## src/rtl/mrd_pkg.sv

```systemverilog
// Summary of operation
// - Partial release reports three-bit result codes
// - Completion flag bit 29, other result bits zero
// - Receive path moves frame data into buffer RAM
// - Enable call starts DMA; disable call stops it
// - Frame present: request one 2048-byte long buffer
// - Write frame words consecutively from buffer start
// - Finished frame pushes word count and address record
// - Processor-readable queue holds 64 frame records
// - Return unused buffer tail by partial release
// - Skip tail return when 128 bytes or less
// - Acquisition failure: discard frame, release whole buffer
// - Filtered frame: discard and release whole buffer
// - Disable at <=4092 words: release buffer, stop immediately
// - Whole-buffer release cases write no queue record
// - Error interrupt; cause read by error-status call
// - Completion interrupt active while queue holds records
// - Completion interrupt drops when last record read
// - Unfiltered frame raises valid or error frame interrupt
// - All frame sources enabled at reset; filter disables
// - Record: count at 27:16, address 26:11 at 15:0
// - Error status: bit0 capacity, bit2 big, bit3 forced
package mrd_pkg;
  // Register offsets (byte addresses)
  localparam logic [7:0] ADDR_CALL_CMD = 8'h00;
  localparam logic [7:0] ADDR_CALL_ARG1 = 8'h04;
  localparam logic [7:0] ADDR_CALL_ARG2 = 8'h08;
  localparam logic [7:0] ADDR_CALL_RES = 8'h0C;
  localparam logic [7:0] ADDR_CALL_RES2 = 8'h10;
  localparam logic [7:0] ADDR_INFO_Q = 8'h14;
  localparam logic [7:0] ADDR_STATUS = 8'h18;
  // Call codes written to the command register
  localparam logic [3:0] CMD_ENABLE = 4'h1;
  localparam logic [3:0] CMD_DISABLE = 4'h2;
  localparam logic [3:0] CMD_FILTER = 4'h3;
  localparam logic [3:0] CMD_ERRSTAT = 4'h4;
  localparam logic [3:0] CMD_PART_REL = 4'h5;
  // Result codes
  localparam logic [2:0] RES_OK = 3'h0;
  localparam logic [2:0] RES_INVALID = 3'h2;
  localparam logic [2:0] RES_UNDEF = 3'h3;
  localparam logic [2:0] RES_FREED = 3'h4;
  localparam int RES_DONE_BIT = 29;
  // Allocator operations and answer codes
  localparam logic [1:0] OP_GET = 2'h1;
  localparam logic [1:0] OP_FREE = 2'h2;
  localparam logic [1:0] OP_PART = 2'h3;
  localparam logic [1:0] ACODE_UNDEF = 2'h1;
  localparam logic [1:0] ACODE_FREED = 2'h2;
  // Sizes and limits
  localparam int BUF_BYTES = 2048;
  localparam int SEG_BYTES = 128;
  localparam int QUEUE_DEPTH = 64;
  localparam logic [12:0] BUF_WORDS = 13'(BUF_BYTES / 4);
  localparam logic [12:0] PART_SKIP_WORDS = 13'((BUF_BYTES - SEG_BYTES) / 4);
  localparam logic [12:0] DIS_LIMIT_WORDS = 13'hFFC;
  localparam logic [12:0] BIG_FRAME_WORDS = 13'h1000;
  localparam logic [4:0] ADDR_TOP = 5'h01;
  // Error status bits
  localparam int ERR_NO_SPACE = 0;
  localparam int ERR_BIG = 2;
  localparam int ERR_FORCED = 3;
  // Reset values
  localparam logic [8:0] FILTER_RESET = 9'h1FF;
  localparam logic [3:0] ERR_RESET = 4'h0;

  typedef enum logic [6:0] {
    S_IDLE = 7'h01,
    S_GET = 7'h02,
    S_XFER = 7'h04,
    S_PART = 7'h08,
    S_PUSH = 7'h10,
    S_FREE = 7'h20,
    S_DROP = 7'h40
  } mrd_state_t;

  typedef struct packed {
    logic [1:0] op;
    logic [31:0] addr;
    logic [31:0] part_addr;
  } mrd_alloc_req_t;

  typedef struct packed {
    logic [11:0] words;
    logic [15:0] base;
  } mrd_rec_t;

  typedef struct packed {
    logic we;
    logic [31:0] addr;
    logic [31:0] data;
  } mrd_ram_wr_t;
endpackage

```

## src/rtl/mrd_rx_dma.sv

```systemverilog
// Local design decisions: the address map and the address-and-strobe port.
`timescale 1ns/1ps
module mrd_rx_dma #(
  parameter int SRC_W = 8
) (
  input wire logic CLK,
  input wire logic RST,
  input wire logic [7:0] ADDR,
  input wire logic [31:0] WDATA,
  input wire logic WR,
  input wire logic RD,
  output logic [31:0] RDATA,
  input wire logic RXF_AVAIL,
  input wire logic RXF_VALID,
  input wire logic [31:0] RXF_DATA,
  input wire logic RXF_LAST,
  input wire logic [SRC_W-1:0] RXF_STATUS,
  output logic RXF_POP,
  output logic ALLOC_REQ,
  output mrd_pkg::mrd_alloc_req_t ALLOC_REQ_INFO,
  input wire logic ALLOC_ACK,
  input wire logic ALLOC_OK,
  input wire logic [1:0] ALLOC_CODE,
  input wire logic [31:0] ALLOC_BUF,
  output mrd_pkg::mrd_ram_wr_t RAM_WR,
  output logic RX_DONE_IRQ,
  output logic VALID_FRAME_IRQ,
  output logic ERROR_FRAME_IRQ,
  output logic ERROR_IRQ
);
  import mrd_pkg::*;

  mrd_state_t state;
  logic en;
  logic dis_pend;
  logic part_pend;
  logic sw_part;
  logic drop;
  logic keep;
  logic busy;
  logic res_done;
  logic [7:0] res_low;
  logic [31:0] arg1;
  logic [31:0] arg2;
  logic [31:0] buf_addr;
  logic [12:0] wcount;
  logic [12:0] next_count;
  logic [SRC_W:0] filter_en;
  logic [3:0] err_flags;
  logic filtered;
  logic is_err;
  logic force_stop;
  logic call_wr;
  logic push;
  logic pop;
  logic ev_nospace;
  logic ev_big;
  logic ev_forced;
  logic errstat_call;
  mrd_rec_t rec_in;
  mrd_rec_t mem [QUEUE_DEPTH];
  logic [5:0] wptr;
  logic [5:0] rptr;
  logic [6:0] q_count;

  // Call decode; a new call is refused while a slow one is pending
  assign call_wr = WR && (ADDR == ADDR_CALL_CMD);
  assign busy = dis_pend || part_pend;
  assign errstat_call = call_wr && !busy && (WDATA[3:0] == CMD_ERRSTAT);
  assign next_count = (wcount == 13'h1FFF) ? wcount : wcount + 13'h0001;

  // Frame judgment at the last word; bit SRC_W enables the good-frame source
  assign is_err = |RXF_STATUS;
  assign filtered = is_err ? |(RXF_STATUS & ~filter_en[SRC_W-1:0]) : !filter_en[SRC_W];
  assign force_stop = dis_pend && (wcount <= DIS_LIMIT_WORDS);

  // Pop is combinational so that a word moves every cycle it is offered
  assign pop = RXF_VALID && ((state == S_XFER && !force_stop) || state == S_DROP);
  assign RXF_POP = pop;
  assign push = (state == S_PUSH);

  // Error events feeding the sticky status
  assign ev_nospace = (state == S_GET && ALLOC_ACK && !ALLOC_OK)
    || (state == S_XFER && pop && wcount >= BUF_WORDS);
  assign ev_big = state == S_XFER && pop && next_count == BIG_FRAME_WORDS;
  assign ev_forced = state == S_XFER && force_stop;

  // Main sequencer and call handling
  always_ff @(posedge CLK)
  begin
    if (RST)
    begin
      state <= S_IDLE;
      en <= 1'b0;
      dis_pend <= 1'b0;
      part_pend <= 1'b0;
      sw_part <= 1'b0;
      drop <= 1'b0;
      keep <= 1'b0;
      res_done <= 1'b0;
      res_low <= 8'h00;
      filter_en <= FILTER_RESET[SRC_W:0];
      buf_addr <= 32'h0000_0000;
      wcount <= 13'h0000;
      rec_in <= '0;
      ALLOC_REQ <= 1'b0;
      ALLOC_REQ_INFO <= '0;
      VALID_FRAME_IRQ <= 1'b0;
      ERROR_FRAME_IRQ <= 1'b0;
    end
    else
    begin
      VALID_FRAME_IRQ <= 1'b0;
      ERROR_FRAME_IRQ <= 1'b0;
      if (call_wr && !busy)
      begin
        res_done <= 1'b0;
        case (WDATA[3:0])
          CMD_ENABLE:
          begin
            en <= 1'b1;
            res_low <= {5'h00, RES_OK};
            res_done <= 1'b1;
          end
          CMD_DISABLE: dis_pend <= 1'b1;
          CMD_FILTER:
          begin
            filter_en <= arg1[SRC_W:0];
            res_low <= {5'h00, RES_OK};
            res_done <= 1'b1;
          end
          CMD_ERRSTAT:
          begin
            res_low <= {4'h0, err_flags};
            res_done <= 1'b1;
          end
          CMD_PART_REL:
          begin
            // Tail start must fall inside the named buffer
            if (arg2 < arg1 || arg2 >= arg1 + 32'(BUF_BYTES))
            begin
              res_low <= {5'h00, RES_INVALID};
              res_done <= 1'b1;
            end
            else
            begin
              part_pend <= 1'b1;
            end
          end
          default:
          begin
            res_low <= {5'h00, RES_INVALID};
            res_done <= 1'b1;
          end
        endcase
      end
      case (state)
        S_IDLE:
        begin
          if (dis_pend)
          begin
            en <= 1'b0;
            dis_pend <= 1'b0;
            res_low <= {5'h00, RES_OK};
            res_done <= 1'b1;
          end
          else if (part_pend)
          begin
            sw_part <= 1'b1;
            ALLOC_REQ <= 1'b1;
            ALLOC_REQ_INFO <= '{op: OP_PART, addr: arg1, part_addr: arg2};
            state <= S_PART;
          end
          else if (en && RXF_AVAIL && q_count < 7'(QUEUE_DEPTH))
          begin
            // Holding off while the queue is full keeps records from being lost
            ALLOC_REQ <= 1'b1;
            ALLOC_REQ_INFO <= '{op: OP_GET, addr: 32'h0000_0000, part_addr: 32'h0000_0000};
            wcount <= 13'h0000;
            state <= S_GET;
          end
        end
        S_GET:
        begin
          if (ALLOC_ACK)
          begin
            buf_addr <= ALLOC_BUF;
            if (ALLOC_OK)
            begin
              ALLOC_REQ <= 1'b0;
              state <= S_XFER;
            end
            else
            begin
              drop <= 1'b1;
              ALLOC_REQ_INFO <= '{op: OP_FREE, addr: ALLOC_BUF, part_addr: 32'h0000_0000};
              state <= S_FREE;
            end
          end
        end
        S_XFER:
        begin
          if (force_stop)
          begin
            keep <= 1'b1;
            ALLOC_REQ <= 1'b1;
            ALLOC_REQ_INFO <= '{op: OP_FREE, addr: buf_addr, part_addr: 32'h0000_0000};
            state <= S_FREE;
          end
          else if (pop)
          begin
            wcount <= next_count;
            if (RXF_LAST)
            begin
              rec_in <= '{words: next_count[11:0], base: buf_addr[26:11]};
              if (filtered)
              begin
                // Frame already drained, so only the buffer goes back
                ALLOC_REQ <= 1'b1;
                ALLOC_REQ_INFO <= '{op: OP_FREE, addr: buf_addr, part_addr: 32'h0000_0000};
                state <= S_FREE;
              end
              else
              begin
                VALID_FRAME_IRQ <= !is_err;
                ERROR_FRAME_IRQ <= is_err;
                if (next_count < PART_SKIP_WORDS)
                begin
                  ALLOC_REQ <= 1'b1;
                  ALLOC_REQ_INFO <= '{op: OP_PART, addr: buf_addr,
                    part_addr: buf_addr + 32'({next_count, 2'b00})};
                  state <= S_PART;
                end
                else
                begin
                  state <= S_PUSH;
                end
              end
            end
          end
        end
        S_PART:
        begin
          if (ALLOC_ACK)
          begin
            ALLOC_REQ <= 1'b0;
            if (sw_part)
            begin
              sw_part <= 1'b0;
              part_pend <= 1'b0;
              res_done <= 1'b1;
              case (ALLOC_CODE)
                ACODE_UNDEF: res_low <= {5'h00, RES_UNDEF};
                ACODE_FREED: res_low <= {5'h00, RES_FREED};
                default: res_low <= {5'h00, RES_OK};
              endcase
              state <= S_IDLE;
            end
            else
            begin
              state <= S_PUSH;
            end
          end
        end
        S_PUSH: state <= S_IDLE;
        S_FREE:
        begin
          if (ALLOC_ACK)
          begin
            ALLOC_REQ <= 1'b0;
            keep <= 1'b0;
            if (keep)
            begin
              en <= 1'b0;
              dis_pend <= 1'b0;
              res_low <= {5'h00, RES_OK};
              res_done <= 1'b1;
            end
            state <= drop ? S_DROP : S_IDLE;
          end
        end
        S_DROP:
        begin
          if (pop && RXF_LAST)
          begin
            drop <= 1'b0;
            state <= S_IDLE;
          end
        end
        default: state <= S_IDLE;
      endcase
    end
  end

  // Buffer RAM write port, one word per pop inside the buffer at consecutive addresses
  always_ff @(posedge CLK)
  begin
    if (RST)
    begin
      RAM_WR <= '0;
    end
    else
    begin
      // Words past the buffer end are dropped rather than spill into a neighbour
      RAM_WR.we <= state == S_XFER && pop && wcount < BUF_WORDS;
      RAM_WR.addr <= buf_addr + 32'({wcount, 2'b00});
      RAM_WR.data <= RXF_DATA;
    end
  end

  // Sticky error causes; a new event wins over the status call's clear
  always_ff @(posedge CLK)
  begin
    if (RST)
    begin
      err_flags <= ERR_RESET;
    end
    else
    begin
      err_flags[ERR_NO_SPACE] <= ev_nospace || (err_flags[ERR_NO_SPACE] && !errstat_call);
      err_flags[1] <= 1'b0;
      err_flags[ERR_BIG] <= ev_big || (err_flags[ERR_BIG] && !errstat_call);
      err_flags[ERR_FORCED] <= ev_forced || (err_flags[ERR_FORCED] && !errstat_call);
    end
  end
  assign ERROR_IRQ = |err_flags;

  // Receive-information queue, one storage word per entry
  for (genvar i = 0; i < QUEUE_DEPTH; i++)
  begin : g_q
    always_ff @(posedge CLK)
    begin
      if (RST)
      begin
        mem[i] <= '0;
      end
      else if (push && wptr == 6'(i))
      begin
        mem[i] <= rec_in;
      end
    end
  end

  logic q_read;
  assign q_read = RD && ADDR == ADDR_INFO_Q && q_count != 7'h00;

  // Queue pointers; push is never issued when full
  always_ff @(posedge CLK)
  begin
    if (RST)
    begin
      wptr <= 6'h00;
      rptr <= 6'h00;
      q_count <= 7'h00;
    end
    else
    begin
      if (push)
      begin
        wptr <= wptr + 6'h01;
      end
      if (q_read)
      begin
        rptr <= rptr + 6'h01;
      end
      q_count <= q_count + 7'(push) - 7'(q_read);
    end
  end
  assign RX_DONE_IRQ = q_count != 7'h00;

  // Register read port, data one cycle after the strobe
  always_ff @(posedge CLK)
  begin
    if (RST)
    begin
      RDATA <= 32'h0000_0000;
    end
    else if (RD)
    begin
      case (ADDR)
        ADDR_CALL_ARG1: RDATA <= arg1;
        ADDR_CALL_ARG2: RDATA <= arg2;
        ADDR_CALL_RES: RDATA <= {2'h0, res_done, 21'h000000, res_low};
        ADDR_CALL_RES2: RDATA <= 32'h0000_0000;
        ADDR_INFO_Q: RDATA <= q_read ? {4'h0, mem[rptr]} : 32'h0000_0000;
        ADDR_STATUS: RDATA <= {23'h000000, en, 1'b0, q_count};
        default: RDATA <= 32'h0000_0000;
      endcase
    end
    else
    begin
      RDATA <= 32'h0000_0000;
    end
  end

  // Argument registers
  always_ff @(posedge CLK)
  begin
    if (RST)
    begin
      arg1 <= 32'h0000_0000;
      arg2 <= 32'h0000_0000;
    end
    else if (WR && ADDR == ADDR_CALL_ARG1)
    begin
      arg1 <= WDATA;
    end
    else if (WR && ADDR == ADDR_CALL_ARG2)
    begin
      arg2 <= WDATA;
    end
  end

  // Checks
  reset_idle_a: assert property (@(posedge CLK) RST |=> state == S_IDLE && !RX_DONE_IRQ && !ERROR_IRQ)
    else $error("not idle after reset");
  get_cause_a: assert property (@(posedge CLK) disable iff (RST)
    $rose(ALLOC_REQ) && ALLOC_REQ_INFO.op == OP_GET |-> $past(en) && $past(RXF_AVAIL))
    else $error("buffer request without enabled frame");
  seq_addr_a: assert property (@(posedge CLK) disable iff (RST)
    RAM_WR.we && $past(RAM_WR.we) |-> RAM_WR.addr == $past(RAM_WR.addr) + 32'h4)
    else $error("ram writes not consecutive");
  done_irq_a: assert property (@(posedge CLK) disable iff (RST)
    push && q_count == 7'h00 |=> RX_DONE_IRQ ##1 (RX_DONE_IRQ || $past(q_read)))
    else $error("completion irq not raised");
  last_read_a: assert property (@(posedge CLK) disable iff (RST)
    q_count == 7'h01 && q_read && !push |=> !RX_DONE_IRQ)
    else $error("completion irq kept after last read");
  free_norec_a: assert property (@(posedge CLK) disable iff (RST)
    state == S_FREE |=> q_count <= $past(q_count))
    else $error("record written on whole release");
  tail_skip_a: assert property (@(posedge CLK) disable iff (RST)
    state == S_PART && !sw_part |-> wcount < PART_SKIP_WORDS)
    else $error("tail returned below one segment");
  disable_now_a: assert property (@(posedge CLK) disable iff (RST)
    state == S_XFER && force_stop |=> state == S_FREE && !RXF_POP)
    else $error("disable did not stop transfer");
  result_zero_a: assert property (@(posedge CLK) disable iff (RST)
    RD && ADDR == ADDR_CALL_RES |=> RDATA[28:8] == 21'h000000 && RDATA[31:30] == 2'h0)
    else $error("unused result bits not zero");
  queue_bound_a: assert property (@(posedge CLK) disable iff (RST) q_count <= 7'h40)
    else $error("queue over depth");
  frame_irq_a: assert property (@(posedge CLK) disable iff (RST)
    !(VALID_FRAME_IRQ && ERROR_FRAME_IRQ))
    else $error("both frame irqs at once");
endmodule

```

## config.mk

```make
export PLATFORM = sky130hd
export DESIGN_NAME = mrd_rx_dma
export DESIGN_NICKNAME = d
export VERILOG_FILES = /design/src/rtl/mrd_pkg.sv /design/src/rtl/mrd_rx_dma.sv
export SDC_FILE = /design/constraint.sdc
export NUM_CORES = 2
export LEC_CHECK = 0
export ABC_AREA = 1
export BUFFER_PORTS_ARGS = -buffer_cell sky130_fd_sc_hd__buf_2
export CAP_MARGIN = 20
export CORE_ASPECT_RATIO = 1.1
export CORE_MARGIN = 5
export CORE_UTILIZATION = 43
export CTS_CLUSTER_SIZE = 12
export DETAILED_ROUTE_END_ITERATION = 12
export PLACE_DENSITY = 0.64
export SETUP_SLACK_MARGIN = 0.4
export SLEW_MARGIN = 20
export SYNTH_ARGS = -nofsm -noshare
export SYNTH_HDL_FRONTEND = slang
export SYNTH_SLANG_ARGS = --single-unit
```

## constraint.sdc

```tcl
create_clock -name CLK -period 3.8 [get_ports CLK]
set_clock_uncertainty 0.2 [all_clocks]
set_input_delay 0.76 -clock CLK [delete_from_list [all_inputs] [get_ports CLK]]
set_output_delay 0.76 -clock CLK [all_outputs]
set_load 0.01 [all_outputs]
```

Yosys cells after proc, flatten, opt, wreduce, memory -nomap -nowiden
Memory sizes are Yosys's and may differ from the RTL's. A register that Yosys moved wholly into a read port is not among the register bits.
Cells that the tools add are included.

word-level totals
  bits in read-only memories = 0
  register bits = 357
  output and inout port bits = 169
  input port bits = 123
  RAM bits = 1792
  bits in latches = 0
  memories kept = 1

cells by class
  reductions and logical operators = 127
  multipliers = 0
  divide/modulo/power cells = 0
  equal/unequal tests = 102
  shift-type cells = 0
  $lt $le $gt $ge = 7
  bitwise gates (word level) = 72
  muxes and demuxes = 355
  add/subtract/negate cells = 8

memory list
  memory  words  width  read ports  clocked after Yosys merged registers in  write ports  line              text
  mem     64     28     1           1                                        64           mrd_rx_dma.sv:61  mrd_rec_t mem [QUEUE_DEPTH];

operators with widths
  kind                                                 count
  2-to-1 mux 28 bit                                    65
  2-to-1 mux 66 bit                                    10
  2-to-1 mux 1 bit                                     235
  case mux 66 bit (3 select lines)                     1
  equality test 6 bit, second input constant           32
  case mux 32 bit (5 select lines)                     1
  equality test 6 x 5 -> 1 bit, second input constant  16
  logical AND 1 bit                                    87
  2-to-1 mux 13 bit                                    6
  2-to-1 mux 7 bit                                     11
  adder 32 x 15 -> 32 bit                              2
  OR 1 bit                                             64
  2-to-1 mux 8 bit                                     7
  equality test 6 x 4 -> 1 bit, second input constant  8
  case mux 7 bit (6 select lines)                      1
  adder 32 x 12 -> 32 bit, second input constant       1
  greater-or-equal comparator 32 bit                   1
  less-than comparator 32 bit                          1
  case mux 8 bit (4 select lines)                      1
  equality test 13 bit, second input constant          2
  case mux 13 bit (2 select lines)                     1
  equality test 6 x 3 -> 1 bit, second input constant  4
  2-to-1 mux 6 bit                                     4
  inequality test 2 bit, second input constant         12
  other kinds (56)                                     98

Depth between registers and ports, before layout
  word-level depth = 10
  mapped depth = 25

Worst setup path before layout
No wires, ideal clock.

  path kind = register to register
  start point = register state[0]
  end point = memory mem[12][0] (netlist name), enable pin
  path buffers = 0
  library setup time = 0.452 ns
  arrival = 3.373 ns
  data required time = 3.148 ns
  setup slack = -0.225 ns
  cell stages (with the launch flop) = 8
  cell sequence = dfxtp_1 -> nor2_1 -> nand3_1 -> nor2_4 -> nand2_1 -> nor2_1 -> inv_1 -> o21ai_0

RTL lines
  what                      line               text
  start: declaration        mrd_rx_dma.sv:33   mrd_state_t state;
  start signal: assignment  mrd_rx_dma.sv:279  state <= drop ? S_DROP : S_IDLE;
  end: declaration          mrd_rx_dma.sv:61

Final worst setup path
  start point = register arg1[19]
  end point = register res_low[2]

between the ends
  word-level cells in the longest chain between the ends = 9

RTL lines
  what                                 line                                  text
  start: declaration                   mrd_rx_dma.sv:43                      logic [31:0] arg1;
  start signal: assignment             mrd_rx_dma.sv:401                     arg1 <= 32'h0000_0000;
  start signal: assignment             mrd_rx_dma.sv:406                     arg1 <= WDATA;
  adder 32 x 12 -> 32 bit              mrd_rx_dma.sv:140                     if (arg2 < arg1 || arg2 >= arg1 + 32'(BUF_BYTES))
  greater-or-equal comparator 32 bit   mrd_rx_dma.sv:140
  logical OR 1 bit (*)                 mrd_rx_dma.sv:140
  2-to-1 mux 8 bit (*)                 mrd_rx_dma.sv:140
  case mux 8 bit (4 select lines) (*)  mrd_rx_dma.sv:118                     case (WDATA[3:0])
  2-to-1 mux 8 bit (*)                 mrd_rx_dma.sv:115                     if (call_wr && !busy)
  2-to-1 mux 8 bit (on tied branches)  mrd_rx_dma.sv:272, mrd_rx_dma.sv:247
  2-to-1 mux 8 bit (on tied branches)  mrd_rx_dma.sv:268, mrd_rx_dma.sv:244
  case mux 8 bit (3 select lines) (*)  mrd_rx_dma.sv:157                     case (state)
  end signal: assignment               mrd_rx_dma.sv:122                     res_low <= {5'h00, RES_OK};
  end signal: assignment               mrd_rx_dma.sv:164                     res_low <= {5'h00, RES_OK};
  end signal: assignment               mrd_rx_dma.sv:276                     res_low <= {5'h00, RES_OK};
  end: declaration                     mrd_rx_dma.sv:42                      logic [7:0] res_low;

Mark *: on every way between the ends. The rest lies on a longest branch, timed or not.
A chain may end at the register's enable or synchronous reset.

==> flow_metrics.env <==
export IMPL_place_ws_ps=-341
export IMPL_power_density_mw_per_mm2=467
export IMPL_clk_latency_ps=900
export IMPL_viasPerCell=5.95
export IMPL_antenna_found_initial=17
export IMPL_finalCriticalPeriod_ps=3650
export IMPL_clockRootBuffer="clkbuf_16"
export IMPL_dieWidth_um=462
export IMPL_yosysSeqAreaShare=0.631
export IMPL_worst_pin_slew_ps=1080
export IMPL_critical_path_endpoint_type="flip-flop"
export IMPL_die_y_um=508
export IMPL_ios=292
export IMPL_avgSynthCellArea_sq_um=9.86
export IMPL_synth_top_area_share=0.556
export IMPL_hp_class="in2reg"
export IMPL_ir_worst_vdd_uv=735
export IMPL_rsz0062_at_grt="true"
export IMPL_drc=0
export IMPL_port_buffers=291
export IMPL_initial_core_util=0.432
export IMPL_yosys_warnings=0
export IMPL_fmax_ghz=0.274
export IMPL_synthTopCellsByArea="edfxtp_1 (56%), nor2_1 (12%), dfxtp_1 (7.5%)"
export IMPL_syn_to_final_growth_pct=16.0
export IMPL_dpl_cell_area_sq_mm=0.103
export IMPL_nNetsFinal=10300
export IMPL_cts_sinks=2154
export IMPL_yosysMostFrequentCell="nor2_1"
export IMPL_synthFlopType="edfxtp_1"
export IMPL_final_core_util=0.502
export IMPL_grt_pass1_vias=75400
export IMPL_drt_iter0_markers=9955
export IMPL_fin_area_sq_mm=0.112
export IMPL_rows=182
export IMPL_max_cap_violations=0
export IMPL_max_slew_margin_rel=0.279
export IMPL_slew_violations=0
export IMPL_cp_max_fo=4
export IMPL_worstPathArrival_ps=4290
export IMPL_hpwlAfterDp_um=220000
export IMPL_syn_nets=10000
export IMPL_clkSlewWorstSetupHoldPaths_ps=60
export IMPL_cts_buffers=217
export IMPL_min_period_over_period=0.961
export IMPL_yosysUniqueCellTypes=54
export IMPL_grt_first_pass_wirelength_um=509000
export IMPL_drtAntennaViolNets=0
export IMPL_cts_tree="built"
export IMPL_synth_seq_cells=2154
export IMPL_num_vias=78400
export IMPL_final_layout_size_suffix_gt1_frac=0.134
export IMPL_drt_pass1_iter_count=6
export IMPL_timing_hold_ws_ps=76.2
export IMPL_gp_congestion=0.959
export IMPL_status="complete, no violations"
export IMPL_syn_inst=9820
export IMPL_regArea_sq_mm=0.0611
export IMPL_avgRoutedWirePerCell_um=26.7
export IMPL_netlist_area_sq_mm=0.0968
export IMPL_synth_edf_count=1792
export IMPL_grtUsageTotal=0.289
export IMPL_worstSetupPathType="reg2reg"
export IMPL_n_fill_cell=20000
export IMPL_critPathRequiredTime_ps=4440
export IMPL_synthArstFlopShare=0
export IMPL_multi_input_area_sq_mm=0.0321
export IMPL_critical_path_startpoint_type="flip-flop"
export IMPL_totalWireLength_um=352000
export IMPL_setup_viol=0
export IMPL_clockBufferDepth=3
export IMPL_coreArea_sq_mm=0.224
export IMPL_overflow=0
export IMPL_total_leakage_power_nw=38.2
export IMPL_grt_start_max_net_pins=142
export IMPL_synthTopCellsByCount="nor2_1 (3083), edfxtp_1 (1792), o21ai_0 (1191)"
export IMPL_htree_levels=4
export IMPL_final_setup_worst_slack_ps=147
export IMPL_synth_area_leader_cell="edfxtp_1"
export IMPL_dieArea_sq_mm=0.235
export IMPL_hold_viol_final=0
[worst paths after layout]
kind / start / end / slack, ps / cells past startpoint
worst max-delay path: arg1[19]$_SDFFE_PP0P_ / res_low[2]$_SDFF_PP0_ / 150 / 22
worst min-delay path: ALLOC_BUF[22] / buf_addr[22]$_SDFFE_PP0P_ / 80 / 3
worst max register to register: arg1[19]$_SDFFE_PP0P_ / res_low[2]$_SDFF_PP0_ / 150 / 22
worst min register to register: res_low[7]$_SDFF_PP0_ / res_low[7]$_SDFF_PP0_ / 260 / 2
[placed cells by master (no fill, tap or decap), types with 24 or more instances in the layout]
master	count
a211oi_1	36
a21oi_1	324
a221o_1	32
buf_12	84
buf_2	289
buf_4	366
clkbuf_1	77
clkbuf_16	221
dfxtp_1	343
dlygate4sd3_1	91
edfxtp_1	1792
ha_1	78
inv_1	352
inv_2	46
nand2_1	443
nand2_2	25
nand3_1	372
nand3_2	50
nand4_1	25
nor2_1	3064
nor3_1	24
o211ai_1	58
o21ai_0	1113
o21ai_1	56
o21ai_2	58
o221ai_1	320
o22ai_1	142
xor2_1	29
[report_power, final]
part / leakage (nW) / switching, mW / internal [mW]
Sequential: 20.3 / 0.586 / 26.8
Combinational: 14.7 / 3.05 / 1.36
Clock: 3.23 / 9.29 / 11.4
[what timing repair did]
action	4_1_cts	5_1_grt
setup buffers	14	19
resized for setup	85	122
pin swaps	29	45
endpoints found under the setup margin	30	58
endpoints found under the hold margin	119	0
hold buffers	91	0
gates cloned	0	3
[per-stage QoR]
stage | power [mW] | setup TNS (ps) | std cells
2_1_floorplan | 30.3 | -75570 | 9820
3_3_place_gp | 31.9 | -2160 | 12700
3_5_place_dp | 32.0 | -2370 | 12700
4_1_cts | 52.5 | 0 | 13100
5_1_grt | 54.0 | -451 | 13200
6_report | 52.4 | 0 | 13200
[cell families (layout without fill, tap and decap cells)]
group | Yosys count | count (layout) | synth area share
AO/OA/AOI/OAI | 2203 | 2203 | 0.133
AND/OR/NAND/NOR | 4087 | 4087 | 0.170
flip-flops | 2154 | 2154 | 0.631
other | 0 | 2 | 0
buffers and inverters | 1234 | 1635 | 0.0493
adder cells (fa/ha/maj) | 100 | 100 | 0.0132
XOR/XNOR | 42 | 42 | 0.00380
[flip-flops by register name, summed over array words and instances, names as in the netlist, 8 cells and up, named ones only]
name and cells:
filter_en 9, arg1 32, buf_addr 32, mem 1792, RDATA 32, wcount 13
rec_in 28, arg2 32, ALLOC_REQ_INFO 66, RAM_WR 65, res_low 8
[final cells by class]
class / count / share of cell area
Clock inverter: 60 / 0.00620
Antenna cell: 2 / 0.0000446
Inverter: 414 / 0.0143
Tap cell: 2944 / 0.0328
Sequential cell: 2154 / 0.544
Timing Repair Buffer: 848 / 0.0632
Clock buffer: 313 / 0.0534
Multi-Input combinational cell: 6432 / 0.286
[per-layer routing]
layer  vias up  track usage  routed length [um]
li1      34700            -                   -
met1     38300        0.372              132000
met2      4599        0.459              161000
met3       807       0.0586               35900
met4        14        0.159               22500
met5         -            0                  85
[worst max-delay path, stage by stage (launching register included)]
cell and delay [ps]:
dfxtp_2 360, inv_2 60, nor3_4 180, nand3_2 130
nor4_4 330, buf_4 170, nand3b_1 170, nor4_2 220
xor2_1 160, inv_1 90, ha_4 260, a21oi_2 150
o21ai_2 80, a21oi_2 130, nand2_2 90, a21oi_4 220
buf_6 150, nand3_4 70, nand2_4 90, nand2_2 50
nand2_2 70, nand2_2 50, a21oi_2 100
No activity file was read; power rests on OpenSTA's default activity.
